## src/pkg/scb_pkg.sv

```systemverilog
// Constants and types shared by the system clock and boot mode block
package scb_pkg;

  // ----------------------------------------------------------------
  // Register bus
  // ----------------------------------------------------------------
  localparam int          ADDR_W        = 8;
  localparam int          DATA_W        = 32;
  localparam logic [7:0]  OFF_CTRL      = 8'h00;
  localparam logic [7:0]  OFF_CANSEL    = 8'h04;
  localparam logic [7:0]  OFF_FREEZE    = 8'h08;
  localparam logic [7:0]  OFF_MODE      = 8'h0C;
  localparam logic [7:0]  OFF_STATUS    = 8'h10;
  localparam logic [7:0]  OFF_IRQ_STAT  = 8'h14;
  localparam logic [7:0]  OFF_IRQ_MASK  = 8'h18;

  // ----------------------------------------------------------------
  // Field positions
  // ----------------------------------------------------------------
  localparam int CTRL_SRC_LSB  = 0;
  localparam int CTRL_CME      = 2;
  localparam int CTRL_SCME     = 3;
  localparam int CTRL_QC_GO    = 4;
  localparam int CTRL_W        = 4;
  localparam int MODE_BIT      = 0;
  localparam int ST_SELF_CLK   = 0;
  localparam int ST_QC_BUSY    = 1;
  localparam int ST_QC_PASS    = 2;
  localparam int ST_QC_DONE    = 3;
  localparam int ST_SECURED    = 4;
  localparam int ST_PLL_LOCK   = 5;
  localparam int ST_SRC_LSB    = 6;
  localparam int IRQ_CM        = 0;
  localparam int IRQ_QC_PASS   = 1;
  localparam int IRQ_QC_FAIL   = 2;
  localparam int IRQ_W         = 3;

  // ----------------------------------------------------------------
  // Reset values and encodings
  // ----------------------------------------------------------------
  localparam logic [3:0] CTRL_RST      = 4'hC;
  localparam logic       MODE_NORMAL   = 1'b1;
  localparam logic       MODE_SPECIAL  = 1'b0;
  localparam logic       MODE_RST      = MODE_NORMAL;

  typedef enum logic [1:0] {
    SRC_OSC  = 2'b00,
    SRC_PLL  = 2'b01,
    SRC_SELF = 2'b10
  } scb_src_t;

  typedef enum logic [1:0] {
    QC_IDLE = 2'b00,
    QC_RUN  = 2'b01
  } scb_qc_st_t;

  // ----------------------------------------------------------------
  // Timing
  // ----------------------------------------------------------------
  localparam int CLK_NS        = 100;
  localparam int CM_TIMEOUT_NS = 2000;
  localparam int CM_TIMEOUT_CYC = (CM_TIMEOUT_NS + CLK_NS - 1) / CLK_NS;
  localparam int QC_WIN_NS     = 100000;
  localparam int QC_WIN_CYC    = QC_WIN_NS / CLK_NS;
  localparam int QC_EDGES      = 64;
  localparam int NVM_DIV       = 8;
  localparam int CNT_W         = 16;

endpackage : scb_pkg

```

## src/rtl/scb_qchk.sv

```systemverilog
// Clock quality checker: counts oscillator edges inside a time window
`timescale 1ns/1ns
`default_nettype none
module scb_qchk #(
  parameter int WIN_CYC = scb_pkg::QC_WIN_CYC,
  parameter int EDGES   = scb_pkg::QC_EDGES
) (
  // Clock and reset
  input  wire logic clock,
  input  wire logic srst,
  // Control
  input  wire logic start,
  input  wire logic osc_tick,
  // Result
  output logic      busy,
  output logic      done,
  output logic      pass
);
  import scb_pkg::*;

  typedef struct packed {
    scb_qc_st_t       st;
    logic [CNT_W-1:0] win;
    logic [CNT_W-1:0] edges;
    logic             done;
    logic             pass;
  } scb_qc_state_t;

  scb_qc_state_t r, n;

  always_comb begin
    n      = r;
    n.done = 1'b0;
    case (r.st)
      QC_IDLE: begin
        if (start) begin
          n.st    = QC_RUN;
          n.win   = '0;
          n.edges = '0;
        end
      end
      QC_RUN: begin
        n.win = r.win + 1'b1;
        if (osc_tick) begin
          n.edges = r.edges + 1'b1;
        end
        // Fixed edge count within the window means the clock runs
        if (osc_tick && (r.edges == CNT_W'(EDGES - 1))) begin
          n.st   = QC_IDLE;
          n.done = 1'b1;
          n.pass = 1'b1;
        end else if (r.win == CNT_W'(WIN_CYC - 1)) begin
          n.st   = QC_IDLE;
          n.done = 1'b1;
          n.pass = 1'b0;
        end
      end
      default: begin
        n.st = QC_IDLE;
      end
    endcase
  end

  always_ff @(posedge clock) begin
    if (srst) begin
      r <= '{st: QC_IDLE, win: '0, edges: '0, done: 1'b0, pass: 1'b0};
    end else begin
      r <= n;
    end
  end

  assign busy = (r.st == QC_RUN);
  assign done = r.done;
  assign pass = r.pass;

endmodule : scb_qchk
`default_nettype wire

```

## src/rtl/scb_top.sv

```systemverilog
// System clock distribution, clock monitor and boot mode capture
//
// Added by the designer: the register addresses and the address-and-strobe port.
`timescale 1ns/1ns
`default_nettype none
module scb_top #(
  parameter int N_CAN   = 2,
  parameter int N_FRZ   = 3,
  parameter int NVM_DV  = scb_pkg::NVM_DIV,
  parameter int CM_CYC  = scb_pkg::CM_TIMEOUT_CYC,
  parameter int QC_WIN  = scb_pkg::QC_WIN_CYC,
  parameter int QC_EDG  = scb_pkg::QC_EDGES
) (
  // Clock and reset
  input  wire logic                       clock,
  input  wire logic                       srst,
  // Register port
  input  wire logic [scb_pkg::ADDR_W-1:0] addr,
  input  wire logic [scb_pkg::DATA_W-1:0] wr_data,
  input  wire logic                       wr_en,
  input  wire logic                       rd_en,
  output logic      [scb_pkg::DATA_W-1:0] rd_data,
  // Pins and on-chip status
  input  wire logic                       osc_pin,
  input  wire logic                       reset_pin_n,
  input  wire logic                       boot_mode_select,
  input  wire logic                       pll_lock,
  input  wire logic                       secured,
  input  wire logic                       bdu_busy,
  input  wire logic                       wake_evt,
  // Clock source and enables
  output logic      [1:0]                 sys_src,
  output logic                            core_clk_en,
  output logic                            bus_clk_en,
  output logic                            lcd_clk_en,
  output logic                            flash_bus_en,
  output logic                            flash_osc_en,
  output logic                            nvm_tb_en,
  output logic      [N_CAN-1:0]           can_clk_en,
  // System control
  output logic                            cm_reset_req,
  output logic      [N_FRZ-1:0]           freeze,
  output logic                            normal_mode,
  output logic                            debug_en,
  output logic                            fetch_reset_vector,
  output logic                            bdu_enable,
  output logic                            monitor_run,
  output logic                            irq
);
  import scb_pkg::*;

  // ----------------------------------------------------------------
  // State
  // ----------------------------------------------------------------
  typedef struct packed {
    logic                osc_s1, osc_s2, osc_d;
    logic                rstp_s1, rstp_s2, rstp_d;
    logic                strap_s1, strap_s2;
    logic                lock_s1, lock_s2;
    logic                sec_s1, sec_s2;
    logic [CTRL_W-1:0]   ctrl;
    logic [N_CAN-1:0]    can_sel;
    logic [N_FRZ-1:0]    frz_en;
    logic                mode;
    logic                self_clk;
    logic                cm_fail;
    logic [CNT_W-1:0]    cm_cnt;
    logic [CNT_W-1:0]    nvm_cnt;
    logic                bus_ph;
    logic [IRQ_W-1:0]    irq_st;
    logic [IRQ_W-1:0]    irq_mask;
    logic [DATA_W-1:0]   rd_data;
    logic [1:0]          src;
    logic                core_en, bus_en, lcd_en, fl_bus, fl_osc, nvm_en;
    logic [N_CAN-1:0]    can_en;
    logic                cm_rst;
    logic [N_FRZ-1:0]    frz;
    logic                dbg_en;
    logic                irq;
  } scb_state_t;

  scb_state_t r, n;

  logic osc_tick;
  logic sys_tick;
  logic qc_start;
  logic qc_busy;
  logic qc_done;
  logic qc_pass;
  logic cm_event;
  logic can_pick [N_CAN];

  // ----------------------------------------------------------------
  // Oscillator edge and clock source
  // ----------------------------------------------------------------
  assign osc_tick = r.osc_s2 & ~r.osc_d;
  // Oscillator source only ticks on osc edges; PLL and self-clock sources run every cycle
  assign sys_tick = (r.src == SRC_OSC) ? osc_tick : 1'b1;

  // Monitor fires once per failure, counted from the last oscillator edge
  assign cm_event = ~osc_tick & ~r.cm_fail & r.ctrl[CTRL_CME]
                    & (r.cm_cnt == CNT_W'(CM_CYC - 1));

  // Software start, wake-up and monitor failure all launch a check
  assign qc_start = cm_event | wake_evt
                    | (wr_en & (addr == OFF_CTRL) & wr_data[CTRL_QC_GO]);

  // ----------------------------------------------------------------
  // Per-channel CAN clock choice
  // ----------------------------------------------------------------
  genvar gi;
  generate
    for (gi = 0; gi < N_CAN; gi++) begin : g_can
      assign can_pick[gi] = r.can_sel[gi] ? osc_tick : (sys_tick & r.bus_ph);
    end
  endgenerate

  // ----------------------------------------------------------------
  // Quality checker
  // ----------------------------------------------------------------
  scb_qchk #(
    .WIN_CYC (QC_WIN),
    .EDGES   (QC_EDG)
  ) u_qchk (
    .clock    (clock),
    .srst     (srst),
    .start    (qc_start),
    .osc_tick (osc_tick),
    .busy     (qc_busy),
    .done     (qc_done),
    .pass     (qc_pass)
  );

  // ----------------------------------------------------------------
  // Next state
  // ----------------------------------------------------------------
  always_comb begin
    n = r;

    // Two-stage sync for every pin; logic reads stage two and, for osc and reset, its one-cycle delay
    n.osc_s1   = osc_pin;
    n.osc_s2   = r.osc_s1;
    n.osc_d    = r.osc_s2;
    n.rstp_s1  = reset_pin_n;
    n.rstp_s2  = r.rstp_s1;
    n.rstp_d   = r.rstp_s2;
    n.strap_s1 = boot_mode_select;
    n.strap_s2 = r.strap_s1;
    n.lock_s1  = pll_lock;
    n.lock_s2  = r.lock_s1;
    n.sec_s1   = secured;
    n.sec_s2   = r.sec_s1;

    // Clock monitor counter restarts on each oscillator edge
    if (osc_tick) begin
      n.cm_cnt = '0;
    end else if (r.cm_cnt != CNT_W'(CM_CYC - 1)) begin
      n.cm_cnt = r.cm_cnt + 1'b1;
    end

    n.cm_rst = 1'b0;
    if (cm_event) begin
      n.cm_fail = 1'b1;
      if (r.ctrl[CTRL_SCME]) begin
        n.self_clk = 1'b1;
      end else begin
        n.cm_rst = 1'b1;
      end
    end
    // A passing check proves the oscillator back and leaves self-clock
    if (qc_done && qc_pass) begin
      n.self_clk = 1'b0;
      n.cm_fail  = 1'b0;
    end

    // Source: forced self-clock wins; PLL only once it has locked
    if (n.self_clk) begin
      n.src = SRC_SELF;
    end else if (r.ctrl[CTRL_SRC_LSB +: 2] == SRC_SELF) begin
      n.src = SRC_SELF;
    end else if (r.ctrl[CTRL_SRC_LSB +: 2] == SRC_PLL && r.lock_s2) begin
      n.src = SRC_PLL;
    end else begin
      n.src = SRC_OSC;
    end

    // Core and bus enables; bus runs at half the core rate
    n.core_en = sys_tick;
    if (sys_tick) begin
      n.bus_ph = ~r.bus_ph;
    end
    n.bus_en = sys_tick & r.bus_ph;

    // Display clock has no selector on purpose
    n.lcd_en = osc_tick;

    // Flash sees both bus and oscillator; NVM timebase divides osc
    n.fl_bus = sys_tick & r.bus_ph;
    n.fl_osc = osc_tick;
    n.nvm_en = 1'b0;
    if (osc_tick) begin
      if (r.nvm_cnt == CNT_W'(NVM_DV - 1)) begin
        n.nvm_cnt = '0;
        n.nvm_en  = 1'b1;
      end else begin
        n.nvm_cnt = r.nvm_cnt + 1'b1;
      end
    end

    for (int i = 0; i < N_CAN; i++) begin
      n.can_en[i] = can_pick[i];
    end

    // Freeze only while the debug unit is actually active
    n.frz = r.frz_en & {N_FRZ{bdu_busy}};

    // Boot strap captured on the rising edge of the reset pin
    if (r.rstp_s2 && !r.rstp_d) begin
      n.mode = r.strap_s2;
    end

    // Register writes
    if (wr_en) begin
      case (addr)
        OFF_CTRL: begin
          n.ctrl = wr_data[CTRL_W-1:0];
        end
        OFF_CANSEL: begin
          n.can_sel = wr_data[N_CAN-1:0];
        end
        OFF_FREEZE: begin
          n.frz_en = wr_data[N_FRZ-1:0];
        end
        OFF_MODE: begin
          // Leaving special mode is allowed; entering it is not
          if (r.mode == MODE_SPECIAL && wr_data[MODE_BIT] == MODE_NORMAL) begin
            n.mode = MODE_NORMAL;
          end
        end
        OFF_IRQ_STAT: begin
          n.irq_st = r.irq_st & ~wr_data[IRQ_W-1:0];
        end
        OFF_IRQ_MASK: begin
          n.irq_mask = wr_data[IRQ_W-1:0];
        end
        default: begin
        end
      endcase
    end

    // Events set after the clear so a same-cycle event is kept
    if (cm_event) begin
      n.irq_st[IRQ_CM] = 1'b1;
    end
    if (qc_done && qc_pass) begin
      n.irq_st[IRQ_QC_PASS] = 1'b1;
    end
    if (qc_done && !qc_pass) begin
      n.irq_st[IRQ_QC_FAIL] = 1'b1;
    end
    n.irq = |(n.irq_st & n.irq_mask);

    // Debug is open when unsecured, or in special mode
    n.dbg_en = ~r.sec_s2 | (r.mode == MODE_SPECIAL);

    // Register reads, data valid in the following cycle only
    n.rd_data = '0;
    if (rd_en) begin
      case (addr)
        OFF_CTRL:     n.rd_data[CTRL_W-1:0] = r.ctrl;
        OFF_CANSEL:   n.rd_data[N_CAN-1:0]  = r.can_sel;
        OFF_FREEZE:   n.rd_data[N_FRZ-1:0]  = r.frz_en;
        OFF_MODE:     n.rd_data[MODE_BIT]   = r.mode;
        OFF_STATUS: begin
          n.rd_data[ST_SELF_CLK]      = r.self_clk;
          n.rd_data[ST_QC_BUSY]       = qc_busy;
          n.rd_data[ST_QC_PASS]       = qc_pass;
          n.rd_data[ST_QC_DONE]       = r.irq_st[IRQ_QC_PASS] | r.irq_st[IRQ_QC_FAIL];
          n.rd_data[ST_SECURED]       = r.sec_s2;
          n.rd_data[ST_PLL_LOCK]      = r.lock_s2;
          n.rd_data[ST_SRC_LSB +: 2]  = r.src;
        end
        OFF_IRQ_STAT: n.rd_data[IRQ_W-1:0]  = r.irq_st;
        OFF_IRQ_MASK: n.rd_data[IRQ_W-1:0]  = r.irq_mask;
        default:      n.rd_data             = '0;
      endcase
    end
  end

  // ----------------------------------------------------------------
  // Registers
  // ----------------------------------------------------------------
  always_ff @(posedge clock) begin
    if (srst) begin
      r          <= '0;
      r.rstp_s1  <= 1'b1;
      r.rstp_s2  <= 1'b1;
      r.rstp_d   <= 1'b1;
      r.ctrl     <= CTRL_RST;
      r.mode     <= MODE_RST;
      r.src      <= SRC_OSC;
      r.dbg_en   <= 1'b1;
    end else begin
      r <= n;
    end
  end

  // ----------------------------------------------------------------
  // Outputs
  // ----------------------------------------------------------------
  assign rd_data            = r.rd_data;
  assign sys_src            = r.src;
  assign core_clk_en        = r.core_en;
  assign bus_clk_en         = r.bus_en;
  assign lcd_clk_en         = r.lcd_en;
  assign flash_bus_en       = r.fl_bus;
  assign flash_osc_en       = r.fl_osc;
  assign nvm_tb_en          = r.nvm_en;
  assign can_clk_en         = r.can_en;
  assign cm_reset_req       = r.cm_rst;
  assign freeze             = r.frz;
  assign normal_mode        = r.mode;
  assign debug_en           = r.dbg_en;
  assign fetch_reset_vector = (r.mode == MODE_NORMAL);
  assign bdu_enable         = (r.mode == MODE_SPECIAL);
  assign monitor_run        = (r.mode == MODE_SPECIAL);
  assign irq                = r.irq;

endmodule : scb_top
`default_nettype wire

```

## config.mk

```make
export PLATFORM = sky130hd
export DESIGN_NAME = scb_top
export DESIGN_NICKNAME = d
export VERILOG_FILES = /design/src/pkg/scb_pkg.sv /design/src/rtl/scb_qchk.sv /design/src/rtl/scb_top.sv
export SDC_FILE = /design/constraint.sdc
export NUM_CORES = 1
export LEC_CHECK = 0
export ABC_AREA = 1
export BUFFER_PORTS_ARGS = -buffer_cell sky130_fd_sc_hd__buf_4
export CAP_MARGIN = 20
export CORE_MARGIN = 2
export CORE_UTILIZATION = 40
export CTS_CLUSTER_DIAMETER = 200
export DETAILED_ROUTE_END_ITERATION = 8
export SETUP_SLACK_MARGIN = 0.15
export SYNTH_ARGS = -nofsm -noshare
export SYNTH_HDL_FRONTEND = slang
export SYNTH_SLANG_ARGS = --single-unit
```

## constraint.sdc

```tcl
create_clock -name clock -period 2.25 [get_ports clock]
set_input_delay 0.3375 -clock clock [delete_from_list [all_inputs] [get_ports clock]]
set_output_delay 0.3375 -clock clock [all_outputs]
set_load 0.005 [all_outputs]
```

# --- After elaboration in Yosys (flattened, before gate mapping) ---
# Index checks and enable logic that the tools add are counted.
word_totals:
  reg_bits: 145
  elab_cells: 151
classes:
  n_addsub: 4
  n_eq_ne: 17
  muxes: 34
  bitwise: 25
  n_reduce_logical: 29
ops:
  columns: ["cell", "count"]
  rows:
  - ["$add 16x1->16 const B", 4]
  - ["$pmux 32 s2", 1]
  - ["$mux 34", 1]
  - ["$mux 16", 2]
  - ["$eq 8x5->1 const B", 3]
  - ["$eq 16x10->1 const B", 1]
  - ["$eq 16x3->1 const B", 1]
  - ["$eq 16x5->1 const B", 1]
  - ["$eq 16x6->1 const B", 1]
  - ["$eq 8x4->1 const B", 2]
  - ["$mux 2", 8]
  - ["$ne 16x5->1 const B", 1]
  - ["$mux 1", 14]
  - ["$reduce_and 2->1", 6]
  - ["$reduce_or 2->1", 6]
  - ["$not 1->1", 10]
  - ["$and 3x3->3", 3]
  - ["$reduce_or 3->1", 3]
  - ["$eq 8x3->1 const B", 1]
  - ["$logic_not 8->1", 1]
  - ["$and 1x1->1", 7]
  - ["$pmux 1 s7", 1]
  - ["$logic_and 1x1->1", 6]
  - ["$mux 3", 2]
  - ["other kinds (15)", 23]

# --- Depth between registers and ports, before layout ---
# Gate-level depths: netlist (run 1).
logic_depth:
  ltp_word: 10
  ltp_mapped: 11
  depth_no_buf: 11

# --- Modules after synthesis ---
# A second synthesis (run 1) with hierarchy kept.
unflattened:
  cells_unflattened: 833
  hier_area_um2: 5828.1
by_module_without_submodules:
  columns: ["module", "instances", "cells_per_inst", "area_each_um2"]
  rows:
  - ["scb_top", 1, 549, 3955.0]
  - ["scb_qchk", 1, 284, 1873.0]

# --- Least setup slack after synthesis (run 1) ---
# OpenSTA, ideal clock, no wires.
synth_timing:
  path_type: "register to register"
  start: "register r[71] (netlist name)"
  end: "register u_qchk.r[23] (netlist name)"
  t_arrival_ns: 1.404
  slack_ns: 0.731
  stages_incl_launch_ff: 9
  period_less_slack_ns: 1.519
  path_cell_list: "dfxtp_1 -> ha_1 -> nand3_1 -> nor2_2 -> nand3_4 -> nand3_4 -> buf_6 -> o21ai_1 -> and3_1"
synth_via:
  elab_chain_len: 6
synth_rtl:
  columns: ["item", "line", "rtl"]
  rows:
  - ["start, declared", "scb_top.sv:82", "scb_state_t r, n;"]
  - ["start signal, assigned", "scb_top.sv:304", "r <= n;"]
  - ["$eq 16x5->1", "scb_top.sv:102", "& (r.cm_cnt == CNT_W'(CM_CYC - 1));"]
  - ["$and 1x1->1", "scb_top.sv:102", null]
  - ["$or 1x1->1", "scb_top.sv:105", "assign qc_start = cm_event | wake_evt"]
  - ["$or 1x1->1", "scb_top.sv:106", "| (wr_en & (addr == OFF_CTRL) & wr_data[CTRL_QC_GO]);"]
  - ["$ne 2x2->1 (no source line)", null, null]
  - ["$reduce_and 2->1 (no source line)", null, null]
  - ["end signal, assigned", "scb_qchk.sv:66", "r <= '{st: QC_IDLE, win: '0, edges: '0, done: 1'b0, pass: 1'b0};"]
  - ["end signal, assigned", "scb_qchk.sv:68", "r <= n;"]
  - ["end, declared", "scb_qchk.sv:29", "scb_qc_state_t r, n;"]
# Every way passes these cells.
# A chain may end at the register's enable or synchronous reset.

# --- Worst setup path after layout (run 1) ---
layout_timing:
  start: "register r[71] (netlist name)"
  end: "register u_qchk.r[13] (netlist name)"
layout_via:
  elab_chain_len: 6
layout_rtl:
  columns: ["item", "line"]
  rows:
  - ["$eq 16x5->1", "scb_top.sv:102"]
  - ["$and 1x1->1", "scb_top.sv:102"]
  - ["$or 1x1->1", "scb_top.sv:105"]
  - ["$or 1x1->1", "scb_top.sv:106"]
  - ["$ne 2x2->1 (no source line)", null]
  - ["$reduce_and 3->1 (no source line)", null]
# Every way passes these cells.

==> results of run 1 <==
cells by family after synthesis:
logic type	Yosys count	synth area share [%]
simple gates	465	34.4
buf+inv	175	14.1
fa+ha+maj	4	0.827
xor+xnor	4	0.579
flops	120	39.7
compound gates	117	10.3
other cells	1	0.0620
metal layers:
layer	track usage (%)	up-vias
li1	-	2858
met1	23.5	2376
met2	26.6	76
met3	4.69	16
met4	5.82	0
met5	0	-
power by group through the flow:
stage | combinational (W) | sequential, W | clock, W
2_1_floorplan | 0.000212 | 0.00221 | 0
3_3_place_gp | 0.000273 | 0.00222 | 0
4_1_cts | 0.000275 | 0.00217 | 0.00279
3_5_place_dp | 0.000274 | 0.00222 | 0
6_report | 0.000273 | 0.00218 | 0.00272
5_1_grt | 0.000311 | 0.00218 | 0.00288
through the flow:
stage	util (%)	instances	area (um^2)	total power, W	setup slack [ns]
after floorplan	-	909	6140	0.00242	0.731
after global placement	43.8	1091	6410	0.00249	0.389
after detailed placement	43.8	1091	6410	0.00249	0.403
after CTS	47.8	1122	7000	0.00524	0.377
after global routing	47.8	1122	7000	0.00537	0.186
final	47.8	1122	7000	0.00517	0.411
layout by cell type, fill, tap and decap left out, types with 2 or more instances in the layout:
cell and instances:
nand2_1 208, dfxtp_1 120, nor2_1 108, inv_1 103
nand3_1 70, buf_4 62, a21oi_1 60, o21ai_0 37
conb_1 24, nor3_1 22, nand4_1 19, clkbuf_16 17
nor2_2 7, inv_2 6, or2_2 5, nor2_4 4
nand3_2 4, o21ai_1 4, and3_1 4, ha_1 4
clkbuf_1 4, nand2_2 3, nor4_1 3, a211oi_1 3
o31ai_1 3, xor2_1 3, bufinv_16 3, clkinv_2 3
o21bai_1 2, nand3_4 2, o211ai_1 2, nand3b_1 2
o22ai_1 2, clkbuf_8 2
layout make-up:
cell class | instances | area (um^2)
Clock buffer | 23 | 468
Inverter | 110 | 413
Fill cell | 1485 | 7640
Timing Repair Buffer | 63 | 485
Tap cell | 184 | 230
Sequential cell | 120 | 2400
Clock inverter | 8 | 121
Multi-Input combinational cell | 614 | 2880
worst max path at each step:
stage                 start           end  cells past startpoint
floorplan             r[71]  u_qchk.r[23]                      8
global placement    addr[5]  u_qchk.r[11]                     11
detailed placement    r[71]  u_qchk.r[11]                     10
CTS                   r[71]  u_qchk.r[13]                     10
global route          r[71]  u_qchk.r[11]                     10
finish                r[71]  u_qchk.r[13]                     10
critical path, stage by stage, from the launching register on:
cell and delay (ns):
dfxtp_1 0.39, ha_1 0.22, nand3_1 0.10, nor2_2 0.22
nand3_4 0.13, nand3_4 0.19, buf_4 0.24, nand3_1 0.08
nand2_1 0.06, inv_1 0.04, nor2_1 0.08
flip-flops by register name, indices dropped and copies added (netlist names), 2 cells and up:
name        count
can_clk_en      2
freeze          3
n               7
r              55
rd_data         8
sys_src         2
u_qchk.r       33
==> key figures, run 1 <==
Clock tree
  – CTS Hold Bufs: 0
  – Worst-Skew Late Latency: between 0.4 and 0.5 ns
  – CTS root buffer: clkbuf_16
  – H-Tree Depth: 4
  – CTS Buffer Depth: 2
  – CTS Buf Count: 17
  – CTS tree: done
  – Postcts setup bufs: 0
  – Clock sinks: 120
  – Cts repair resizes: 0
  – Clk slew on worst S/H paths: about 0.050 ns

STA
  – Fin crit share: between 80% and 90%
  – Setup Viol. Count Final: 0
  – Final Critical Period: around 1.8 ns
  – Clk_skew: ~0.0079 ns
  – RSZ-0062 raised after global routing: no
  – Peak Freq: ~540 MHz
  – Post-route setup TNS: 0 ns
  – Worst Hold Slack: between 0.1 and 0.15 ns
  – Final hold vios: 0
  – Final Max Slew Viols: 0

Place
  – GP Congestion: 0.831
  – Post-DP HPWL: 9680 um
  – I/O Buffers: 51

Setup path
  – CP startpoint kind: flop
  – Reg2Reg Depth: 10
  – Capturing point of the worst reg2reg path: u_qchk.r[13]
  – Required @ worst endpoint: between 2 and 3 ns
  – Critical path endpoint category: flop
  – WP data arrival: 2.19 ns
  – R2r setup slk: between 0.4 and 0.5 ns
  – Maximum fanout along the worst path: 17
  – RR Startpoint: r[71]
  – Setup Crit Path Kind: reg2reg

Outcome
  – Run status: finished, final reports clean

Power and ir drop
  – Switching pwr: around 0.0011 W
  – Clock power share: 52.6%
  – Power Density: around 740 mW/mm^2
  – Combinational share of power: between 5 and 6%
  – Peak VDD IR: 554 uV
  – Net Sw Frac: between 20% and 30%
  – Int Pwr: 0.00403 W
  – Seq pwr share: 42.1%
  – P_leak: 2.89 nW

Worst hold path
  – Worst-case hold path end point: n[106]
  – Hold depth: 2
  – Worst Hold Class: in2reg
  – Hold Crit Start: reset_pin_n

Synth
  – Mapped Area: roughly 0.0060 mm^2
  – Cell with the most instances after synthesis: nand2_1
  – Register area share after synthesis: between 30% and 40%
  – Avg Cell Area, Syn: between 6 and 7 um^2
  – Yosys cell types: 43
  – Top post-synthesis cells by area: dfxtp_1, nand2_1, nor2_1
  – Post-synthesis async set-or-reset flop share: 0%
  – Synthesis-stage register bit count: between 100 and 150
  – Syn. warnings: 0
  – Number of flops mapped to enable cells by yosys: 0
  – Mapped Cells: 886
  – Prevailing post-synth register cell: dfxtp_1
  – Post-synth top area cell: dfxtp_1
  – Share of the synthesized area in the top cell type: 39.7%
  – Top cells by count, synth: nand2_1, dfxtp_1, nor2_1, inv_1, nand3_1

Floorplan
  – DIE WIDTH: about 130 um
  – Starting Density: about two fifths
  – I/O pin total: slightly above 100
  – # rows: 44
  – Core area: ~0.015 mm^2
  – Die Area: about 0.016 mm^2
  – Die Height: around 130 um

Route
  – Met2 routed WL: 6000 um
  – Via count: 5326
  – Met1 Wirelength: slightly below 7000 um
  – Routed wl met3: ~510 um
  – DRC Markers: 0
  – Top Layer Used: met4
  – Drt first pass iters: 5
  – Starting DRT DRC Count: around 280
  – Antenna Nets Post-Route: 0
  – Routed WL: between 10000 and 15000 um
  – Via/cell ratio: between 4 and 5
  – Per-cell routed wire length: ~12 um

Flow run
  – Total of max-cap violations: 0

Cells and area
  – Ant diodes: 0
  – P&R area growth vs syn: 15.7%
  – Layout cells sized above 1: 13.2%
  – Post-layout nets: 981

GRT
  – Largest net degree at the start of global routing: 37
  – First-pass GRT wire length: between 20000 and 25000 um
  – Total GRT Usage: around 17%
  – Via count of the first global-routing pass: 4911
  – Gr ovfl total: 0
  – Initial antenna violation count: 0
(Power assumes the default switching activity.)
==> run 2, diff against run 1 <==
Clock period 2.25 ns to 1.9 ns, I/O delays scaled along.
==> run 2 against run 1 <==
Clock skew fell by 0.0028 ns. Register-to-register slack worse by 0.15 ns. Combinational power rose by 27%. Non-clock buffer count grew 11. Sequential cell count unchanged. Worst setup slack worse by 0.15 ns. Clock power increased by 27%. Fmax up 13%. Power up 24%. Critical path type unchanged. Largest power group unchanged. Highest routed layer unchanged.
==> key figures, run 2 (synthesis results as in run 1) <==
Setup path
  – Critical path endpoint category: flop
  – Critical Path, Cell by Cell: ha_2, nand3_1, nor2_4, nand3_4, buf_4, o21bai_1, nand2_1, and3_1
  – WP data arrival: 1.94 ns (-0.25 ns)
  – Required @ worst endpoint: 2.21 ns (-0.39 ns)
  – Setup Crit Path Kind: reg2reg
  – WP buf/inv: 1 (-1)
  – Maximum fanout along the worst path: 5 (-12)
  – Slowest-stage cell, CP: dfxtp_2
  – Crit-path max cell delay: 0.36 ns (-0.03 ns)
  – CP startpoint kind: flop
  – Delay-heaviest family, CP: simple AND/OR/NAND/NOR gates

Route
  – Antenna Nets Post-Route: 0 (unchanged)
  – DRC Markers: 0 (unchanged)
  – Via count: 5417 (+1.7%)
  – Via/cell ratio: 4.77 (+0.54%)
  – Per-cell routed wire length: 12.1 um (+1.5%)
  – Drt first pass iters: 5 (unchanged)
  – Routed WL: 13800 um (+2.7%)
  – Starting DRT DRC Count: 258 (-8.2%)

Floorplan
  – Die Height: 127 um (unchanged)
  – Starting Density: 41.3% (unchanged)
  – I/O pin total: 103 (unchanged)
  – Core area: 0.0146 mm^2 (unchanged)
  – DIE WIDTH: 127 um (unchanged)
  – # rows: 44 (unchanged)
  – Die Area: 0.0161 mm^2 (unchanged)

Clock tree
  – H-Tree Depth: 4 (unchanged)
  – Worst-Skew Late Latency: 0.42 ns (about the same)
  – CTS Hold Bufs: 0 (unchanged)
  – CTS root buffer: clkbuf_16
  – Clock sinks: 120 (unchanged)
  – CTS tree: done
  – Clk slew on worst S/H paths: 0.06 ns (about the same)
  – CTS Buffer Depth: 2 (unchanged)
  – CTS Buf Count: 17 (unchanged)

Cells and area
  – Post-layout nets: 993 (+1.2%)
  – Most common cell after layout, fill and taps aside: nand2_1
  – Max reg flops: 55 (unchanged)
  – Fin area: 0.00718 mm^2 (+2.5%)
  – Ant diodes: 0 (unchanged)
  – P&R area growth vs syn: 18.6%
  – Largest reg by FF count: r
  – Fillers: 1508 (+1.5%)
  – Layout cells sized above 1: 15.8% (+2.6 points)
  – Commonest non-fill, non-tap cells in the layout: nand2_1, dfxtp_1, inv_1, nor2_1, buf_4

Worst hold path
  – Worst Hold Class: in2reg

Power and ir drop
  – Power Density: 889 mW/mm^2 (+20%)
  – P_leak: 2.96 nW (+2.6%)
  – Total power: 0.00638 W (+24%)
  – Peak VDD IR: 666 uV (+20%)

Place
  – Pre-CTS setup slack: 0.138 ns (-0.265 ns)
  – Post-DP HPWL: 9880 um (+2.1%)
  – I/O Buffers: 51 (unchanged)
  – Post-DP Area: 0.00648 mm^2 (+1.2%)
  – GP Congestion: 0.823 (-1.1%)

Flow run
  – Total of max-cap violations: 0 (unchanged)

GRT
  – Gr ovfl total: 0 (unchanged)
  – Initial antenna violation count: 0 (unchanged)
  – Largest net degree at the start of global routing: 32 (-14%)
  – First-pass GRT wire length: 22900 um (+1.3%)
  – Total GRT Usage: 17.5% (+0.21 points)
  – Via count of the first global-routing pass: 4843 (-1.4%)

STA
  – Setup Viol. Count Final: 0 (unchanged)
  – Final Max Slew Viols: 0 (unchanged)
  – Worst setup margin: 0.266 ns (-0.145 ns)
  – Peak Freq: 612 MHz (+13%)
  – Final Critical Period: 1.63 ns (-0.205 ns)
  – RSZ-0062 raised after global routing: yes
  – Final hold vios: 0 (unchanged)
  – Clk_skew: 0.00511 ns (-0.00281 ns)
  – Fin crit share: 86.0% (+4.3 points)
  – Post-route setup TNS: 0 ns (unchanged)

Outcome
  – Run status: finished, final reports clean
[run 2: metrics by stage]
step                      hold slack [ns]  utilization (%)  instances
after floorplan                     0.384                -        909
after global placement              0.391             44.3       1101
after detailed placement            0.397             44.3       1101
after CTS                          0.0305             48.7       1133
after global routing               0.0367             49.0       1135
final                              0.0484             49.0       1135
[run 2: path summary, 6_finish.rpt]
check / start / to / slack [ns] / cells after the start
max: r[72] / sys_src[0] / 0.27 / 8
min: reset_pin_n / n[106] / 0.05 / 2
max reg2reg: r[72] / sys_src[0] / 0.27 / 8
min reg2reg: n[109] / n[108] / 0.40 / 2
[run 2: layout make-up]
cell class	instances	area, um^2	area share, %
clock buffers	19	443	6.17
clock inverters	13	193	2.69
inverters	110	413	5.75
multi-input cells	615	2920	40.7
flip-flops and latches	120	2400	33.5
well taps	184	230	3.21
repair buffers	74	568	7.92
[run 2: repair_timing]
action | 4_1_cts | 5_1_grt
resized for setup | 1 | 12
setup endpoints to repair | 1 | 35
cloned | 0 | 1
buffers inserted | 0 | 1
[run 2: layer usage]
layer	track usage [%]	up-vias	wire length [um]	part of all wire, %
met2	27.6	87	6300	46
met5	0	-	0	0
li1	-	2890	-	-
met3	4.86	10	506	3.7
met1	23.4	2430	6850	50
met4	5.37	0	127	0.92
[run 2: power breakdown]
| group | internal [W] | total [W] | switching, W |
|---|---|---|---|
| Clock | 0.00224 | 0.00346 | 0.00122 |
| Sequential | 0.00255 | 0.00257 | 0.0000214 |
| Combinational | 0.000126 | 0.000347 | 0.000221 |
| Total | 0.00492 | 0.00638 | 0.00146 |
==> run 3, diff against run 2 <==
Settings changed: CORE_UTILIZATION 40 to 35.
==> run 3 against run 2 <==
Clock skew up 0.0043 ns. Critical path type unchanged. Sequential power hardly changed. Combinational power is 1% higher. Largest cell class unchanged. Sequential share of layout area is essentially flat. Register-to-register slack gained 0.02 ns. Power down 2.7%. Highest routed layer unchanged. Clock power decreased by 5%.
==> key figures, run 3 (synthesis results as in run 1) <==
Outcome
  – Run status: finished, final reports clean

STA
  – Post-route setup TNS: 0 ns (unchanged)
  – Final Max Slew Viols: 0 (unchanged)
  – Fin crit share: 84.8% (-1.2 points)
  – Clk_skew: 0.00937 ns (+0.00427 ns)
  – Worst Hold Slack: 0.0440 ns (-0.00446 ns)
  – Final Critical Period: 1.61 ns (-0.0224 ns)
  – Peak Freq: 620 MHz (+1.4%)
  – Final hold vios: 0 (unchanged)
  – Setup Viol. Count Final: 0 (unchanged)
  – Worst setup margin: 0.288 ns (+0.0224 ns)
  – RSZ-0062 raised after global routing: yes

Setup path
  – Required @ worst endpoint: 2.22 ns (about the same)
  – Slowest-stage cell, CP: dfxtp_2
  – CP startpoint kind: flop
  – WP data arrival: 1.93 ns (about the same)
  – Most used cell, CP: nand3_4
  – Setup Crit Path Kind: reg2reg
  – Critical path endpoint category: flop
  – Critical Path, Cell by Cell: ha_1, nand3_1, nor2_4, nand3_4, nand3_4, buf_4, o21ai_0, and3_1
  – Reg2Reg Depth: 8 (unchanged)
  – Maximum fanout along the worst path: 7 (+2)
  – Crit-path max cell delay: 0.35 ns (about the same)

Clock tree
  – CTS Buffer Depth: 2 (unchanged)
  – H-Tree Depth: 4 (unchanged)
  – Clk slew on worst S/H paths: 0.06 ns (about the same)
  – CTS Hold Bufs: 0 (unchanged)
  – Worst-Skew Late Latency: 0.42 ns (about the same)
  – CTS tree: done
  – CTS Buf Count: 17 (unchanged)
  – Clock sinks: 120 (unchanged)
  – CTS root buffer: clkbuf_16

Route
  – Via/cell ratio: 4.64 (-2.8%)
  – Routed WL: 13900 um (+0.91%)
  – DRC Markers: 0 (unchanged)
  – Starting DRT DRC Count: 308 (+19%)
  – Antenna Nets Post-Route: 0 (unchanged)
  – Via count: 5437 (+0.37%)
  – Per-cell routed wire length: 11.9 um (-2.3%)
  – Drt first pass iters: 4 (-1)

Cells and area
  – Max reg flops: 55 (unchanged)
  – Ant diodes: 0 (unchanged)
  – Largest reg by FF count: r
  – Layout cells sized above 1: 15.4% (-0.36 points)
  – Commonest non-fill, non-tap cells in the layout: nand2_1, dfxtp_1, inv_1, nor2_1, nand3_1
  – Post-layout nets: 989 (-0.40%)
  – Most common cell after layout, fill and taps aside: nand2_1
  – P&R area growth vs syn: 18.7% (about the same)

GRT
  – Largest net degree at the start of global routing: 36 (+13%)
  – Gr ovfl total: 0 (unchanged)
  – Met1 usage: 20.7% (-2.7 points)
  – Via count of the first global-routing pass: 5013 (+3.5%)
  – Total GRT Usage: 15.9% (-1.6 points)
  – Met2 usage in global routing: 25.0% (-2.5 points)
  – Busiest grt layer: met2
  – Initial antenna violation count: 0 (unchanged)
  – GRT met3 Usage: 3.82% (-1.0 points)
  – First-pass GRT wire length: 23300 um (+1.8%)

Worst hold path
  – Hold depth: 2 (unchanged)
  – Worst Hold Class: in2reg

Floorplan
  – # rows: 48 (+9.1%)
  – Die Area: 0.0184 mm^2 (+14%)
  – Starting Density: 35.3% (-6.0 points)
  – Die Height: 135 um (+6.7%)
  – Core area: 0.0171 mm^2 (+17%)
  – DIE WIDTH: 135 um (+6.7%)
  – I/O pin total: 103 (unchanged)

Place
  – Pre-CTS setup slack: 0.0634 ns (-0.0750 ns)
  – Post-DP HPWL: 9980 um (+1.0%)
  – I/O Buffers: 51 (unchanged)
  – GP Congestion: 0.828 (+0.71%)

Power and ir drop
  – Peak VDD IR: 653 uV (-1.9%)
  – Power Density: 865 mW/mm^2 (-2.7%)
  – P_leak: 2.94 nW (-0.91%)

Flow run
  – Total of max-cap violations: 0 (unchanged)
## run 3: cell types whose count changed in the layout (fill, tap and decap cells not counted), sizes merged
cell and delta:
clkinvlp +1, buf -3, bufinv -1, clkbuf -1
nand3 -1, clkinv +1
## run 3: layout make-up
| type | count | area (um^2) |
|---|---|---|
| clock buffer | 18 | 429 |
| clock inverter | 14 | 171 |
| fill | 1813 | 9930 |
| inverter | 110 | 413 |
| multi-input combinational | 614 | 2920 |
| sequential | 120 | 2400 |
| tap | 225 | 282 |
| timing repair buffer | 71 | 558 |
## run 3: critical path: cells and delay by family (launching register included)
kind	cells	cell delay [ns]
and+or+nand+nor	5	0.72
adders and majority gates	1	0.18
buffers and inverters	1	0.17
DFF	1	0.35
AOI/OAI and AO/OA	1	0.08
## run 3: per-layer routing
| metal | vias to the layer above | part of all wire (%) |
|---|---|---|
| li1 | 2881 | - |
| met1 | 2450 | 49 |
| met2 | 83 | 45 |
| met3 | 23 | 3.9 |
| met4 | 0 | 2.1 |
| met5 | - | 0 |
## run 3: power by group
group,total (W),switching (W),leakage (nW),internal (W)
sequential,0.00257,0.0000227,0.972,0.00255
clock,0.00329,0.00122,0.287,0.00207
combinational,0.000352,0.000224,1.68,0.000128
## run 3: worst paths after layout
check / start / endpoint / slack (ns)
min: reset_pin_n / n[106] / 0.04
max reg2reg: r[72] / u_qchk.r[21] / 0.29
max: r[72] / u_qchk.r[21] / 0.29
min reg2reg: n[99] / r[99] / 0.40
## run 3: repair_timing
item	in CTS	in global routing
setup buffers	1	1
gates resized for setup	2	12
endpoints found under the setup margin	13	29
hold endpoints to repair	0	0
pin swaps	1	2
## run 3: metrics by stage
stage	total power (W)	instances	util, %	cell area (um^2)
after floorplan	0.00287	909	-	6140
after global placement	0.00297	1138	38.1	6520
after detailed placement	0.00297	1138	38.1	6520
after CTS	0.00628	1171	41.7	7140
after global routing	0.00644	1172	42.0	7180
final	0.00621	1172	42.0	7180
